==> src/logic/stc_pkg.sv <==
// Constants and types for the serial transmit control block
`default_nettype none
package stc_pkg;

  // ************************************************************
  // Register map
  // ************************************************************
  localparam int unsigned REG_AW    = 6;
  localparam logic [5:0]  OFF_CTRL  = 6'h00;
  localparam logic [5:0]  OFF_RXEN  = 6'h04;
  localparam logic [5:0]  OFF_DATA  = 6'h08;
  localparam logic [5:0]  OFF_BAUD  = 6'h0C;
  localparam logic [5:0]  OFF_IRQS  = 6'h10;
  localparam logic [5:0]  OFF_IRQM  = 6'h14;

  localparam logic [7:0]  CTRL_RESET = 8'h02;
  localparam logic [15:0] BAUD_RESET = 16'h0000;
  localparam logic [1:0]  RESP_OKAY   = 2'h0;
  localparam logic [1:0]  RESP_SLVERR = 2'h2;

  // ************************************************************
  // Framing and timing
  // ************************************************************
  localparam logic [3:0]  DATA_LAST  = 4'h7;
  localparam logic [3:0]  BREAK_LAST = 4'hB;
  localparam logic [1:0]  LOW_PRESCALE_LAST = 2'h3;

  typedef struct packed {
    logic clockSourceSelect;
    logic nineBitTxSelect;
    logic transmitEnable;
    logic syncMode;
    logic breakSendRequest;
    logic highRateSelect;
    logic shifterEmptyFlag;
    logic ninthTxBit;
  } stc_ctl_t;

  typedef struct packed {
    logic continuousReceiveEnable;
    logic singleReceiveEnable;
  } stc_rxen_t;

  typedef struct packed {
    logic breakDone;
    logic frameDone;
  } stc_irq_t;

  typedef enum logic [2:0] {PH_IDLE, PH_START, PH_DATA, PH_NINTH, PH_BREAK, PH_STOP} stc_phase_t;

  typedef struct packed {
    logic        awvalid;
    logic [31:0] awaddr;
    logic        wvalid;
    logic [31:0] wdata;
    logic [3:0]  wstrb;
    logic        bready;
    logic        arvalid;
    logic [31:0] araddr;
    logic        rready;
  } stc_axi_req_t;

  typedef struct packed {
    logic        awready;
    logic        wready;
    logic        bvalid;
    logic [1:0]  bresp;
    logic        arready;
    logic        rvalid;
    logic [31:0] rdata;
    logic [1:0]  rresp;
  } stc_axi_rsp_t;

endpackage
`default_nettype wire

==> src/logic/stc_baud_tick.sv <==
// Bit-rate tick generator with low-speed prescaler
`timescale 1ns/1ps
`default_nettype none
module stc_baud_tick
  import stc_pkg::*;
(
  input  wire logic        clk,
  input  wire logic        rst,
  input  wire logic        run,
  input  wire logic [15:0] divisor,
  input  wire logic        highRate,
  output var  logic        tick
);

  typedef struct packed {
    logic [15:0] cnt;
    logic [1:0]  pre;
    logic        tick;
  } stc_baud_t;

  stc_baud_t s_ff;
  stc_baud_t nxt_s;

  always_comb begin
    nxt_s = s_ff;
    nxt_s.tick = 1'b0;
    if (!run) begin
      nxt_s.cnt = '0;
      nxt_s.pre = '0;
    end else if (s_ff.cnt == divisor) begin
      nxt_s.cnt = '0;
      if (highRate || s_ff.pre == LOW_PRESCALE_LAST) begin
        nxt_s.pre  = '0;
        nxt_s.tick = 1'b1;
      end else begin
        nxt_s.pre = s_ff.pre + 2'h1;
      end
    end else begin
      nxt_s.cnt = s_ff.cnt + 16'h0001;
    end
  end

  always_ff @(posedge clk or posedge rst) begin
    if (rst) begin
      s_ff <= '0;
    end else begin
      s_ff <= nxt_s;
    end
  end

  assign tick = s_ff.tick;
endmodule // stc_baud_tick
`default_nettype wire

==> src/logic/stc_serial_transmit_control.sv <==
// Transmit control, shifter and AXI4-Lite register slave
//
// The AXI4-Lite register port and the address map were decided locally.
`timescale 1ns/1ps
`default_nettype none
module stc_serial_transmit_control
  import stc_pkg::*;
(
  input  wire logic         clk,
  input  wire logic         rst,
  input  wire stc_axi_req_t axiReq,
  output var  stc_axi_rsp_t axiRsp,
  input  wire logic         sckIn,
  output var  logic         sckOut,
  output var  logic         sckOe,
  output var  logic         txOut,
  output var  logic         txOe,
  output var  logic         irq
);

  typedef struct packed {
    stc_axi_rsp_t rsp;
    logic [5:0]   awAddr;
    logic [31:0]  wData;
    logic [3:0]   wStrb;
    stc_ctl_t     ctl;
    stc_rxen_t    rxEn;
    logic [15:0]  baudDiv;
    stc_irq_t     irqStat;
    stc_irq_t     irqMask;
    logic         irq;
    stc_phase_t   phase;
    logic [3:0]   bitCnt;
    logic [8:0]   shift;
    logic         frame9;
    logic         isBreak;
    logic         sclk;
    logic [2:0]   sckSync;
    logic         sckStable;
    logic         txOut;
    logic         txOe;
    logic         sckOe;
  } stc_core_t;

  stc_core_t s_ff;
  stc_core_t nxt_s;

  logic       baudTick;
  logic       baudRun;
  logic       doWrite;
  logic       laneLo;
  logic       laneHi;
  logic       wrCtl;
  logic       wrData;
  logic       txAllowed;
  logic       sckFall;
  logic       step;
  logic       finish;
  logic [31:0] rdVal;
  logic       rdOk;
  stc_irq_t   events;
  stc_ctl_t   wrCtlVal;

  // ************************************************************
  // Bit timing
  // ************************************************************
  assign baudRun = (s_ff.phase != PH_IDLE) && !(s_ff.ctl.syncMode && !s_ff.ctl.clockSourceSelect);

  stc_baud_tick u_baud (
    .clk      (clk),
    .rst      (rst),
    .run      (baudRun),
    .divisor  (s_ff.baudDiv),
    .highRate (s_ff.ctl.highRateSelect || s_ff.ctl.syncMode),
    .tick     (baudTick)
  );

  // ************************************************************
  // Next state
  // ************************************************************
  always_comb begin
    nxt_s = s_ff;
    events = '0;
    rdVal = '0;
    rdOk = 1'b1;
    finish = 1'b0;

    // Write address and data taken in either order
    if (axiReq.awvalid && s_ff.rsp.awready) begin
      nxt_s.rsp.awready = 1'b0;
      nxt_s.awAddr = axiReq.awaddr[REG_AW-1:0];
    end
    if (axiReq.wvalid && s_ff.rsp.wready) begin
      nxt_s.rsp.wready = 1'b0;
      nxt_s.wData = axiReq.wdata;
      nxt_s.wStrb = axiReq.wstrb;
    end
    doWrite = !s_ff.rsp.awready && !s_ff.rsp.wready && !s_ff.rsp.bvalid;
    laneLo = doWrite && s_ff.wStrb[0];
    laneHi = doWrite && s_ff.wStrb[1];
    wrCtl = laneLo && (s_ff.awAddr == OFF_CTRL);
    wrData = laneLo && (s_ff.awAddr == OFF_DATA);
    wrCtlVal = stc_ctl_t'(s_ff.wData[7:0]);
    if (doWrite) begin
      nxt_s.rsp.bvalid = 1'b1;
      case (s_ff.awAddr)
        OFF_CTRL, OFF_RXEN, OFF_DATA, OFF_BAUD, OFF_IRQS, OFF_IRQM: nxt_s.rsp.bresp = RESP_OKAY;
        default: nxt_s.rsp.bresp = RESP_SLVERR;
      endcase
    end
    if (s_ff.rsp.bvalid && axiReq.bready) begin
      nxt_s.rsp.bvalid = 1'b0;
      nxt_s.rsp.awready = 1'b1;
      nxt_s.rsp.wready = 1'b1;
    end

    // Register read
    case (axiReq.araddr[REG_AW-1:0])
      OFF_CTRL: rdVal[7:0] = s_ff.ctl;
      OFF_RXEN: rdVal[1:0] = s_ff.rxEn;
      OFF_DATA: rdVal = '0;
      OFF_BAUD: rdVal[15:0] = s_ff.baudDiv;
      OFF_IRQS: rdVal[1:0] = s_ff.irqStat;
      OFF_IRQM: rdVal[1:0] = s_ff.irqMask;
      default: rdOk = 1'b0;
    endcase
    if (axiReq.arvalid && s_ff.rsp.arready) begin
      nxt_s.rsp.arready = 1'b0;
      nxt_s.rsp.rvalid = 1'b1;
      nxt_s.rsp.rdata = rdVal;
      nxt_s.rsp.rresp = rdOk ? RESP_OKAY : RESP_SLVERR;
    end
    if (s_ff.rsp.rvalid && axiReq.rready) begin
      nxt_s.rsp.rvalid = 1'b0;
      nxt_s.rsp.arready = 1'b1;
    end

    // Control writes
    if (wrCtl) begin
      nxt_s.ctl.clockSourceSelect = wrCtlVal.clockSourceSelect;
      nxt_s.ctl.nineBitTxSelect = wrCtlVal.nineBitTxSelect;
      nxt_s.ctl.transmitEnable = wrCtlVal.transmitEnable;
      nxt_s.ctl.syncMode = wrCtlVal.syncMode;
      nxt_s.ctl.highRateSelect = wrCtlVal.highRateSelect;
      nxt_s.ctl.ninthTxBit = wrCtlVal.ninthTxBit;
    end
    if (laneLo && s_ff.awAddr == OFF_RXEN) begin
      nxt_s.rxEn = stc_rxen_t'(s_ff.wData[1:0]);
    end
    if (laneLo && s_ff.awAddr == OFF_BAUD) begin
      nxt_s.baudDiv[7:0] = s_ff.wData[7:0];
    end
    if (laneHi && s_ff.awAddr == OFF_BAUD) begin
      nxt_s.baudDiv[15:8] = s_ff.wData[15:8];
    end
    if (laneLo && s_ff.awAddr == OFF_IRQM) begin
      nxt_s.irqMask = stc_irq_t'(s_ff.wData[1:0]);
    end

    // External clock: three stages, change taken once stages two and three agree
    nxt_s.sckSync = {s_ff.sckSync[1:0], sckIn};
    if (s_ff.sckSync[1] == s_ff.sckSync[2]) begin
      nxt_s.sckStable = s_ff.sckSync[2];
    end
    sckFall = s_ff.sckStable && (s_ff.sckSync[1] == s_ff.sckSync[2]) && !s_ff.sckSync[2];

    // ************************************************************
    // Transmit engine
    // ************************************************************
    txAllowed = s_ff.ctl.transmitEnable
      && !(s_ff.ctl.syncMode && (s_ff.rxEn.singleReceiveEnable || s_ff.rxEn.continuousReceiveEnable));

    if (s_ff.ctl.syncMode && s_ff.ctl.clockSourceSelect && s_ff.phase != PH_IDLE && baudTick) begin
      nxt_s.sclk = !s_ff.sclk;
    end
    if (!s_ff.ctl.syncMode) begin
      step = baudTick;
    end else if (s_ff.ctl.clockSourceSelect) begin
      step = baudTick && s_ff.sclk;
    end else begin
      step = sckFall;
    end

    case (s_ff.phase)
      PH_IDLE: begin
        nxt_s.txOut = 1'b1;
        nxt_s.sclk = 1'b0;
        if (wrData && txAllowed) begin
          nxt_s.bitCnt = '0;
          nxt_s.shift = {s_ff.ctl.ninthTxBit, s_ff.wData[7:0]};
          nxt_s.frame9 = s_ff.ctl.nineBitTxSelect;
          nxt_s.isBreak = !s_ff.ctl.syncMode && s_ff.ctl.breakSendRequest;
          if (s_ff.ctl.syncMode) begin
            nxt_s.phase = PH_DATA;
            nxt_s.txOut = s_ff.wData[0];
          end else begin
            nxt_s.phase = PH_START;
            nxt_s.txOut = 1'b0;
          end
        end
      end
      PH_START: begin
        if (step) begin
          nxt_s.bitCnt = '0;
          nxt_s.phase = s_ff.isBreak ? PH_BREAK : PH_DATA;
          nxt_s.txOut = s_ff.isBreak ? 1'b0 : s_ff.shift[0];
        end
      end
      PH_DATA: begin
        if (step) begin
          nxt_s.shift = {1'b0, s_ff.shift[8:1]};
          nxt_s.bitCnt = s_ff.bitCnt + 4'h1;
          nxt_s.txOut = s_ff.shift[1];
          if (s_ff.bitCnt == DATA_LAST) begin
            if (s_ff.frame9) begin
              nxt_s.phase = PH_NINTH;
            end else begin
              finish = 1'b1;
            end
          end
        end
      end
      PH_NINTH: begin
        if (step) begin
          finish = 1'b1;
        end
      end
      PH_BREAK: begin
        if (step) begin
          nxt_s.bitCnt = s_ff.bitCnt + 4'h1;
          if (s_ff.bitCnt == BREAK_LAST) begin
            nxt_s.phase = PH_STOP;
            nxt_s.txOut = 1'b1;
          end
        end
      end
      PH_STOP: begin
        if (step) begin
          nxt_s.phase = PH_IDLE;
          if (s_ff.isBreak) begin
            events.breakDone = 1'b1;
            nxt_s.ctl.breakSendRequest = 1'b0;
          end else begin
            events.frameDone = 1'b1;
          end
        end
      end
      default: begin
        nxt_s.phase = PH_IDLE;
      end
    endcase

    if (finish) begin
      nxt_s.txOut = 1'b1;
      if (s_ff.ctl.syncMode) begin
        nxt_s.phase = PH_IDLE;
        events.frameDone = 1'b1;
      end else begin
        nxt_s.phase = PH_STOP;
      end
    end

    if (!txAllowed) begin
      nxt_s.phase = PH_IDLE;
      nxt_s.txOut = 1'b1;
      nxt_s.sclk = 1'b0;
    end

    // Leaving sync master mid-frame must not park the clock high
    if (!(s_ff.ctl.syncMode && s_ff.ctl.clockSourceSelect)) begin
      nxt_s.sclk = 1'b0;
    end

    // Software setting the break request wins over the hardware clear
    if (wrCtl && wrCtlVal.breakSendRequest) begin
      nxt_s.ctl.breakSendRequest = 1'b1;
    end

    nxt_s.ctl.shifterEmptyFlag = (nxt_s.phase == PH_IDLE);
    nxt_s.txOe = txAllowed;
    nxt_s.sckOe = s_ff.ctl.syncMode && s_ff.ctl.clockSourceSelect && txAllowed;

    // Sticky status: new events win over write-one-to-clear
    if (laneLo && s_ff.awAddr == OFF_IRQS) begin
      nxt_s.irqStat = s_ff.irqStat & ~stc_irq_t'(s_ff.wData[1:0]);
    end
    nxt_s.irqStat = nxt_s.irqStat | events;
    nxt_s.irq = |(nxt_s.irqStat & nxt_s.irqMask);
  end

  // ************************************************************
  // State register
  // ************************************************************
  always_ff @(posedge clk or posedge rst) begin
    if (rst) begin
      s_ff <= '0;
      s_ff.rsp.awready <= 1'b1;
      s_ff.rsp.wready <= 1'b1;
      s_ff.rsp.arready <= 1'b1;
      s_ff.ctl <= stc_ctl_t'(CTRL_RESET);
      s_ff.baudDiv <= BAUD_RESET;
      s_ff.phase <= PH_IDLE;
      s_ff.txOut <= 1'b1;
    end else begin
      s_ff <= nxt_s;
    end
  end

  assign axiRsp = s_ff.rsp;
  assign sckOut = s_ff.sclk;
  assign sckOe = s_ff.sckOe;
  assign txOut = s_ff.txOut;
  assign txOe = s_ff.txOe;
  assign irq = s_ff.irq;
endmodule // stc_serial_transmit_control
`default_nettype wire

==> config.mk <==
export PLATFORM = sky130hd
export DESIGN_NAME = stc_serial_transmit_control
export DESIGN_NICKNAME = d
export VERILOG_FILES = /design/src/logic/stc_pkg.sv /design/src/logic/stc_baud_tick.sv /design/src/logic/stc_serial_transmit_control.sv
export SDC_FILE = /design/constraint.sdc
export NUM_CORES = 1
export LEC_CHECK = 0
export ABC_AREA = 1
export BUFFER_PORTS_ARGS = -buffer_cell sky130_fd_sc_hd__buf_2
export CORE_UTILIZATION = 50
export CTS_BUF_LIST = sky130_fd_sc_hd__clkbuf_4 sky130_fd_sc_hd__clkbuf_8
export DETAILED_ROUTE_END_ITERATION = 8
export MAX_ROUTING_LAYER = met4
export PLACE_DENSITY = 0.76
export SLEW_MARGIN = 20
export SYNTH_ARGS = -nofsm -noshare
export SYNTH_HDL_FRONTEND = slang
export SYNTH_SLANG_ARGS = --single-unit
==> constraint.sdc <==
create_clock -name clk -period 6.14 [get_ports clk]
set_clock_uncertainty 0.2 [all_clocks]
set_input_delay 1.228 -clock clk [delete_from_list [all_inputs] [get_ports clk]]
set_output_delay 1.228 -clock clk [all_outputs]
set_load 0.005 [all_outputs]
# Word-level counts from Yosys, hierarchy flattened

Cells that the tools add are included.

Register bits after elaboration: 125
Input bits: 108
Output and inout port bits: 46
Logic and storage cells: 211

$add $sub $neg: 3
Eq/ne operators: 31
Mux-type cells: 67
Bitwise gates (word level): 4
Reductions and logical operators: 64

Operator list:

| cell                                                                   | count |
|---|---|
| 18-bit two-way mux                                                     | 2 |
| 36-bit two-way mux                                                     | 1 |
| 3-bit two-way mux                                                      | 11 |
| 1-bit two-way mux                                                      | 32 |
| 16-bit two-way mux                                                     | 2 |
| 1-bit logical AND                                                      | 30 |
| 6-bit by 4-bit equality test with 1-bit output (second input constant) | 4 |
| 6-bit by 5-bit equality test with 1-bit output (second input constant) | 4 |
| 2-bit two-way mux                                                      | 9 |
| 3-bit one-hot mux with 6 select lines                                  | 1 |
| 9-bit one-hot mux with 2 select lines                                  | 1 |
| 16-bit by 1-bit adder with 16-bit output (second input constant)       | 1 |
| 16-bit equality test                                                   | 1 |
| 4-bit inequality test (second input constant)                          | 4 |
| 4-bit one-hot mux with 4 select lines                                  | 1 |
| 2-bit nonzero test                                                     | 8 |
| 7-bit two-way mux                                                      | 2 |
| 6-bit by 3-bit equality test with 1-bit output (second input constant) | 2 |
| 6-bit logical NOT                                                      | 2 |
| 6-bit one-hot mux with 2 select lines                                  | 1 |
| 6-bit OR reduction                                                     | 2 |
| 2-bit inequality test (second input constant)                          | 5 |
| 2-bit one-hot mux with 5 select lines                                  | 1 |
| 5-bit AND reduction                                                    | 2 |
| other kinds (25)                                                       | 40 |

# Depth between registers and ports, before layout

Word-level depth: 12
Depth in mapped cells: 13
Gate-level depth less buffers: 13

# By module

Synthesis repeated with hierarchy kept, for this count alone.

Cells, all modules: 772
Area, all modules: 6,279.8 µm²

By module, submodules not included:

| module                      | instances | cells an instance | area each (µm²) | seq. area each (µm²) |
|---|---|---|---|---|
| stc_serial_transmit_control | 1         | 566               | 4,943.5         | 2,608.8 |
| stc_baud_tick               | 1         | 206               | 1,336.3         | 475.5 |

# Worst setup path after synthesis

OpenSTA, ideal clock, no wires.

Path type: input to register
Start point: in axiReq[2] (netlist name)
End point: reg s_ff, in the netlist axiRsp[4]
Setup time: 83 ps
Data arrival time: 2,195 ps
Data required time: 5,857 ps
Setup slack: 3,662 ps
Stages: 6
Path buffers: 1
Cell sequence: nor2_1 -> nand2_1 -> nor2_1 -> buf_4 -> a22oi_1 -> o21ai_0

Cells in the longest elaborated chain, start to end: 2
Elaborated cells on any way between the ends: 3
Those cells by class: eq/ne (1); mux (1); reduce/logical (1)

Ends and longest elaborated chain:

| item                                                                                       | line                               | source |
|---|---|---|
| start: declaration                                                                         | stc_serial_transmit_control.sv:11  | `input wire stc_axi_req_t axiReq,` |
| 6-bit by 4-bit equality test with 1-bit output / 6-bit logical NOT (equally long branches) | stc_serial_transmit_control.sv:118 | `case (axiReq.araddr[REG_AW-1:0])` |
| 6-bit one-hot mux with 2 select lines (*)                                                  | stc_serial_transmit_control.sv:118 |  |
| end signal: assignment                                                                     | stc_serial_transmit_control.sv:305 | `s_ff <= nxt_s;` |
| end: declaration                                                                           | stc_serial_transmit_control.sv:45  | `stc_core_t s_ff;` |

Every way passes the cells marked *; elsewhere a longest branch is shown, timed or not.
A chain may end at the register's enable or synchronous reset.

# Worst setup path in the final report

Start point: in axiReq[2] (netlist name)
End point: reg s_ff, in the netlist axiRsp[7]

Same word-level chain as after synthesis.

==> impl_metrics.env <==
export IMPL_outcome="complete, but fails checks"
export IMPL_violations="DRC"
export IMPL_syn_inst=707
export IMPL_synth_largest_area_cell="dfrtp_1"
export IMPL_maxSlewViolCount=0
export IMPL_cts_max_level=4
export IMPL_tns_ns=0
export IMPL_powerDensity_nw_per_um2=345
export IMPL_nFillCells=1028
export IMPL_synth_edf_count=0
export IMPL_cts_buffer_depth=2
export IMPL_required_ns=6.29
export IMPL_dp_hpwl_um=9310
export IMPL_period_needed_ns=2.77
export IMPL_antennaDiodeCount=0
export IMPL_ys_flop_type="dfrtp_1"
export IMPL_rsz0062_at_grt="no"
export IMPL_worst_pin_slew_ns=1.02
export IMPL_ys_ff_latch=123
export IMPL_period_share_pct=45.1
export IMPL_crit_fanout=16
export IMPL_hold_path_class="reg -> reg"
export IMPL_grtUsageTotal_pct=22.8
export IMPL_fp_row_count=39
export IMPL_coreArea_um2=11600
export IMPL_seq_area_um2=3080
export IMPL_cts_resized_gates=0
export IMPL_first_pass_iters=9
export IMPL_die_width_um=111
export IMPL_place_gp_congestion=0.929
export IMPL_ys_seq_area_share_pct=51.5
export IMPL_antenna_found_initial=0
export IMPL_viasPerCell=5.26
export IMPL_ant_nets=0
export IMPL_drt_iter0_markers=277
export IMPL_grt_max_degree=89
export IMPL_avgSynthCellArea_um2=8.48
export IMPL_cts_tree="done"
export IMPL_yosysMostFrequentCell="nand2_1"
export IMPL_cts_sinks=123
export IMPL_synthToLayoutAreaGrowth_pct=11.1
export IMPL_p_total_w=0.00230
export IMPL_root_buffer="clkbuf_8"
export IMPL_pin_count=154
export IMPL_final_nets=864
export IMPL_wl_per_cell_um=13.9
export IMPL_cts_buffers=17
export IMPL_startpoint_type="primary input"
export IMPL_initial_utilization_pct=51.8
export IMPL_cp_end_kind="flip-flop"
export IMPL_synth_top_cell_area_share_pct=49.3
export IMPL_cts_setup_buffers=0
export IMPL_yosys_top_cells_area="dfrtp_1, nand2_1, buf_4, inv_1, nor2_1"
export IMPL_critPathKind="in -> reg"
export IMPL_die_area_um2=12400
export IMPL_hold_violations=0
export IMPL_yosys_warnings=0
export IMPL_hold_buffers=0
export IMPL_grt_pass1_vias=4737
export IMPL_netlist_area_um2=5990
export IMPL_routed_via_count=4783
export IMPL_arrival_ns=2.92
export IMPL_multi_input_area_um2=2270
export IMPL_ir_drop_mv=0.177
export IMPL_setup_viol=0
export IMPL_cellLeakagePower_nw=3.30
export IMPL_numPortBuffers=65
export IMPL_grt_pass1_wl_um=21800
export IMPL_yosys_top_cells_count="nand2_1, dfrtp_1, inv_1"
export IMPL_synth_cell_types=41
export IMPL_grt_overflow_total=0
export IMPL_clkLatencyLatePin_ns=0.45
export IMPL_drive_above_1_share_pct=16.7
export IMPL_max_freq_mhz=361
export IMPL_drv_cap=0
export IMPL_dieHeight_um=111
export IMPL_relSlewSlack_pct=32.0
export IMPL_wl_um=12700
export IMPL_drc=8
export IMPL_path_clk_slew_ns=0.08
export IMPL_synthArstFlopShare_pct=100
==> final timing paths <==
check | start | to | slack, ns | cells past startpoint
worst max-delay path | axiReq[2] | axiRsp[7] | 3.37 | 6
worst min-delay path | nxt_s[5] | nxt_s[6] | 0.16 | 0
worst max register to register | s_ff[53] | s_ff[50] | 3.91 | 10
worst min register to register | nxt_s[5] | nxt_s[6] | 0.16 | 0
max in group asynchronous | rst | axiRsp[40] | 4.03 | 3
min in group asynchronous | rst | axiRsp[34] | 0.74 | 2
==> critical path, stage by stage <==
cell     delay, ns
buf_2         0.10
nor2_1        0.19
nand2_1       0.13
nor2_1        0.78
a22oi_1       0.25
o21ai_0       0.24
==> power breakdown <==
group / total, W / switching, W / internal, W
combinational: 0.000434 / 0.000293 / 0.000141
sequential: 0.00104 / 0.0000877 / 0.000950
clock: 0.000828 / 0.000333 / 0.000495
total: 0.00230 / 0.000714 / 0.00159
==> state kept, by name, indices dropped and copies added (netlist names) <==
name	flops
s_ff	74
axiRsp	23
txOut	1
sckOe	1
u_baud.s_ff	18
nxt_s	2
irq	1
txOe	1
u_baud.tick	1
sckOut	1
==> layer usage <==
layer  routed length [µm]  GRT usage, %  vias to the layer above
li1                     -             -                     2332
met1                 5660          29.1                     2269
met2                 6070          35.5                      157
met3                  642          5.17                       25
met4                  303          9.19                        0
met5                    0             -                        -
==> layout by cell type, fill, tap and decap left out, types with 2 or more instances in the layout <==
cell type / synthesis / layout
nor2_1: 72 / 72
inv_2: 7 / 7
nand2_1: 140 / 139
ha_1: 3 / 3
mux2_2: 2 / 2
o31ai_1: 2 / 2
nand2_2: 1 / 2
o21ai_2: 2 / 2
xnor2_1: 18 / 18
a21oi_2: 2 / 2
o22ai_1: 2 / 2
clkbuf_8: 0 / 18
o21ai_0: 49 / 49
inv_6: 0 / 2
a22oi_1: 8 / 8
clkinv_4: 0 / 2
dfstp_2: 5 / 5
nor3_1: 20 / 20
inv_1: 77 / 76
buf_2: 3 / 65
dfrtp_1: 118 / 118
clkinvlp_4: 0 / 5
nand4_1: 11 / 11
nand3_1: 49 / 49
nor2_2: 3 / 3
o22a_1: 2 / 2
xor2_1: 7 / 7
bufinv_16: 0 / 5
conb_1: 1 / 18
clkinv_2: 1 / 2
a31oi_1: 3 / 3
a21oi_1: 35 / 35
==> per-stage QoR <==
step           instance area (µm²)  hold WS [ns]  util (%)  setup WS (ns)  instances
6_report                      6660         0.161      57.6           3.37        909
5_1_grt                       6660         0.159      57.6           3.20        909
4_1_cts                       6650         0.163      57.5           3.37        909
3_5_place_dp                  6180         0.139      53.5           2.90        877
3_3_place_gp                  6180         0.132      53.5           3.02        877
2_1_floorplan                 6060         0.131         -           1.45        724
==> area by class of cell <==
type,count,area share [%]
repair buffers,66,5.00
clock buffers,18,3.72
multi-input cells,460,34.1
well taps,143,2.69
clock inverters,14,3.29
inverters,85,4.89
flip-flops and latches,123,46.3
==> kinds of logic (layout without fill, tap and decap cells) <==
group / Yosys count / after routing / synth area share [%]
compound gates: 108 / 108 / 10.1
fa+ha+maj: 3 / 3 / 0.626
buf+inv: 141 / 183 / 11.8
flops: 123 / 123 / 51.5
other cells: 1 / 18 / 0.0626
mux: 3 / 3 / 0.543
simple gates: 303 / 303 / 21.8
xor+xnor: 25 / 25 / 3.65
Power figures use the tool's default switching activity.
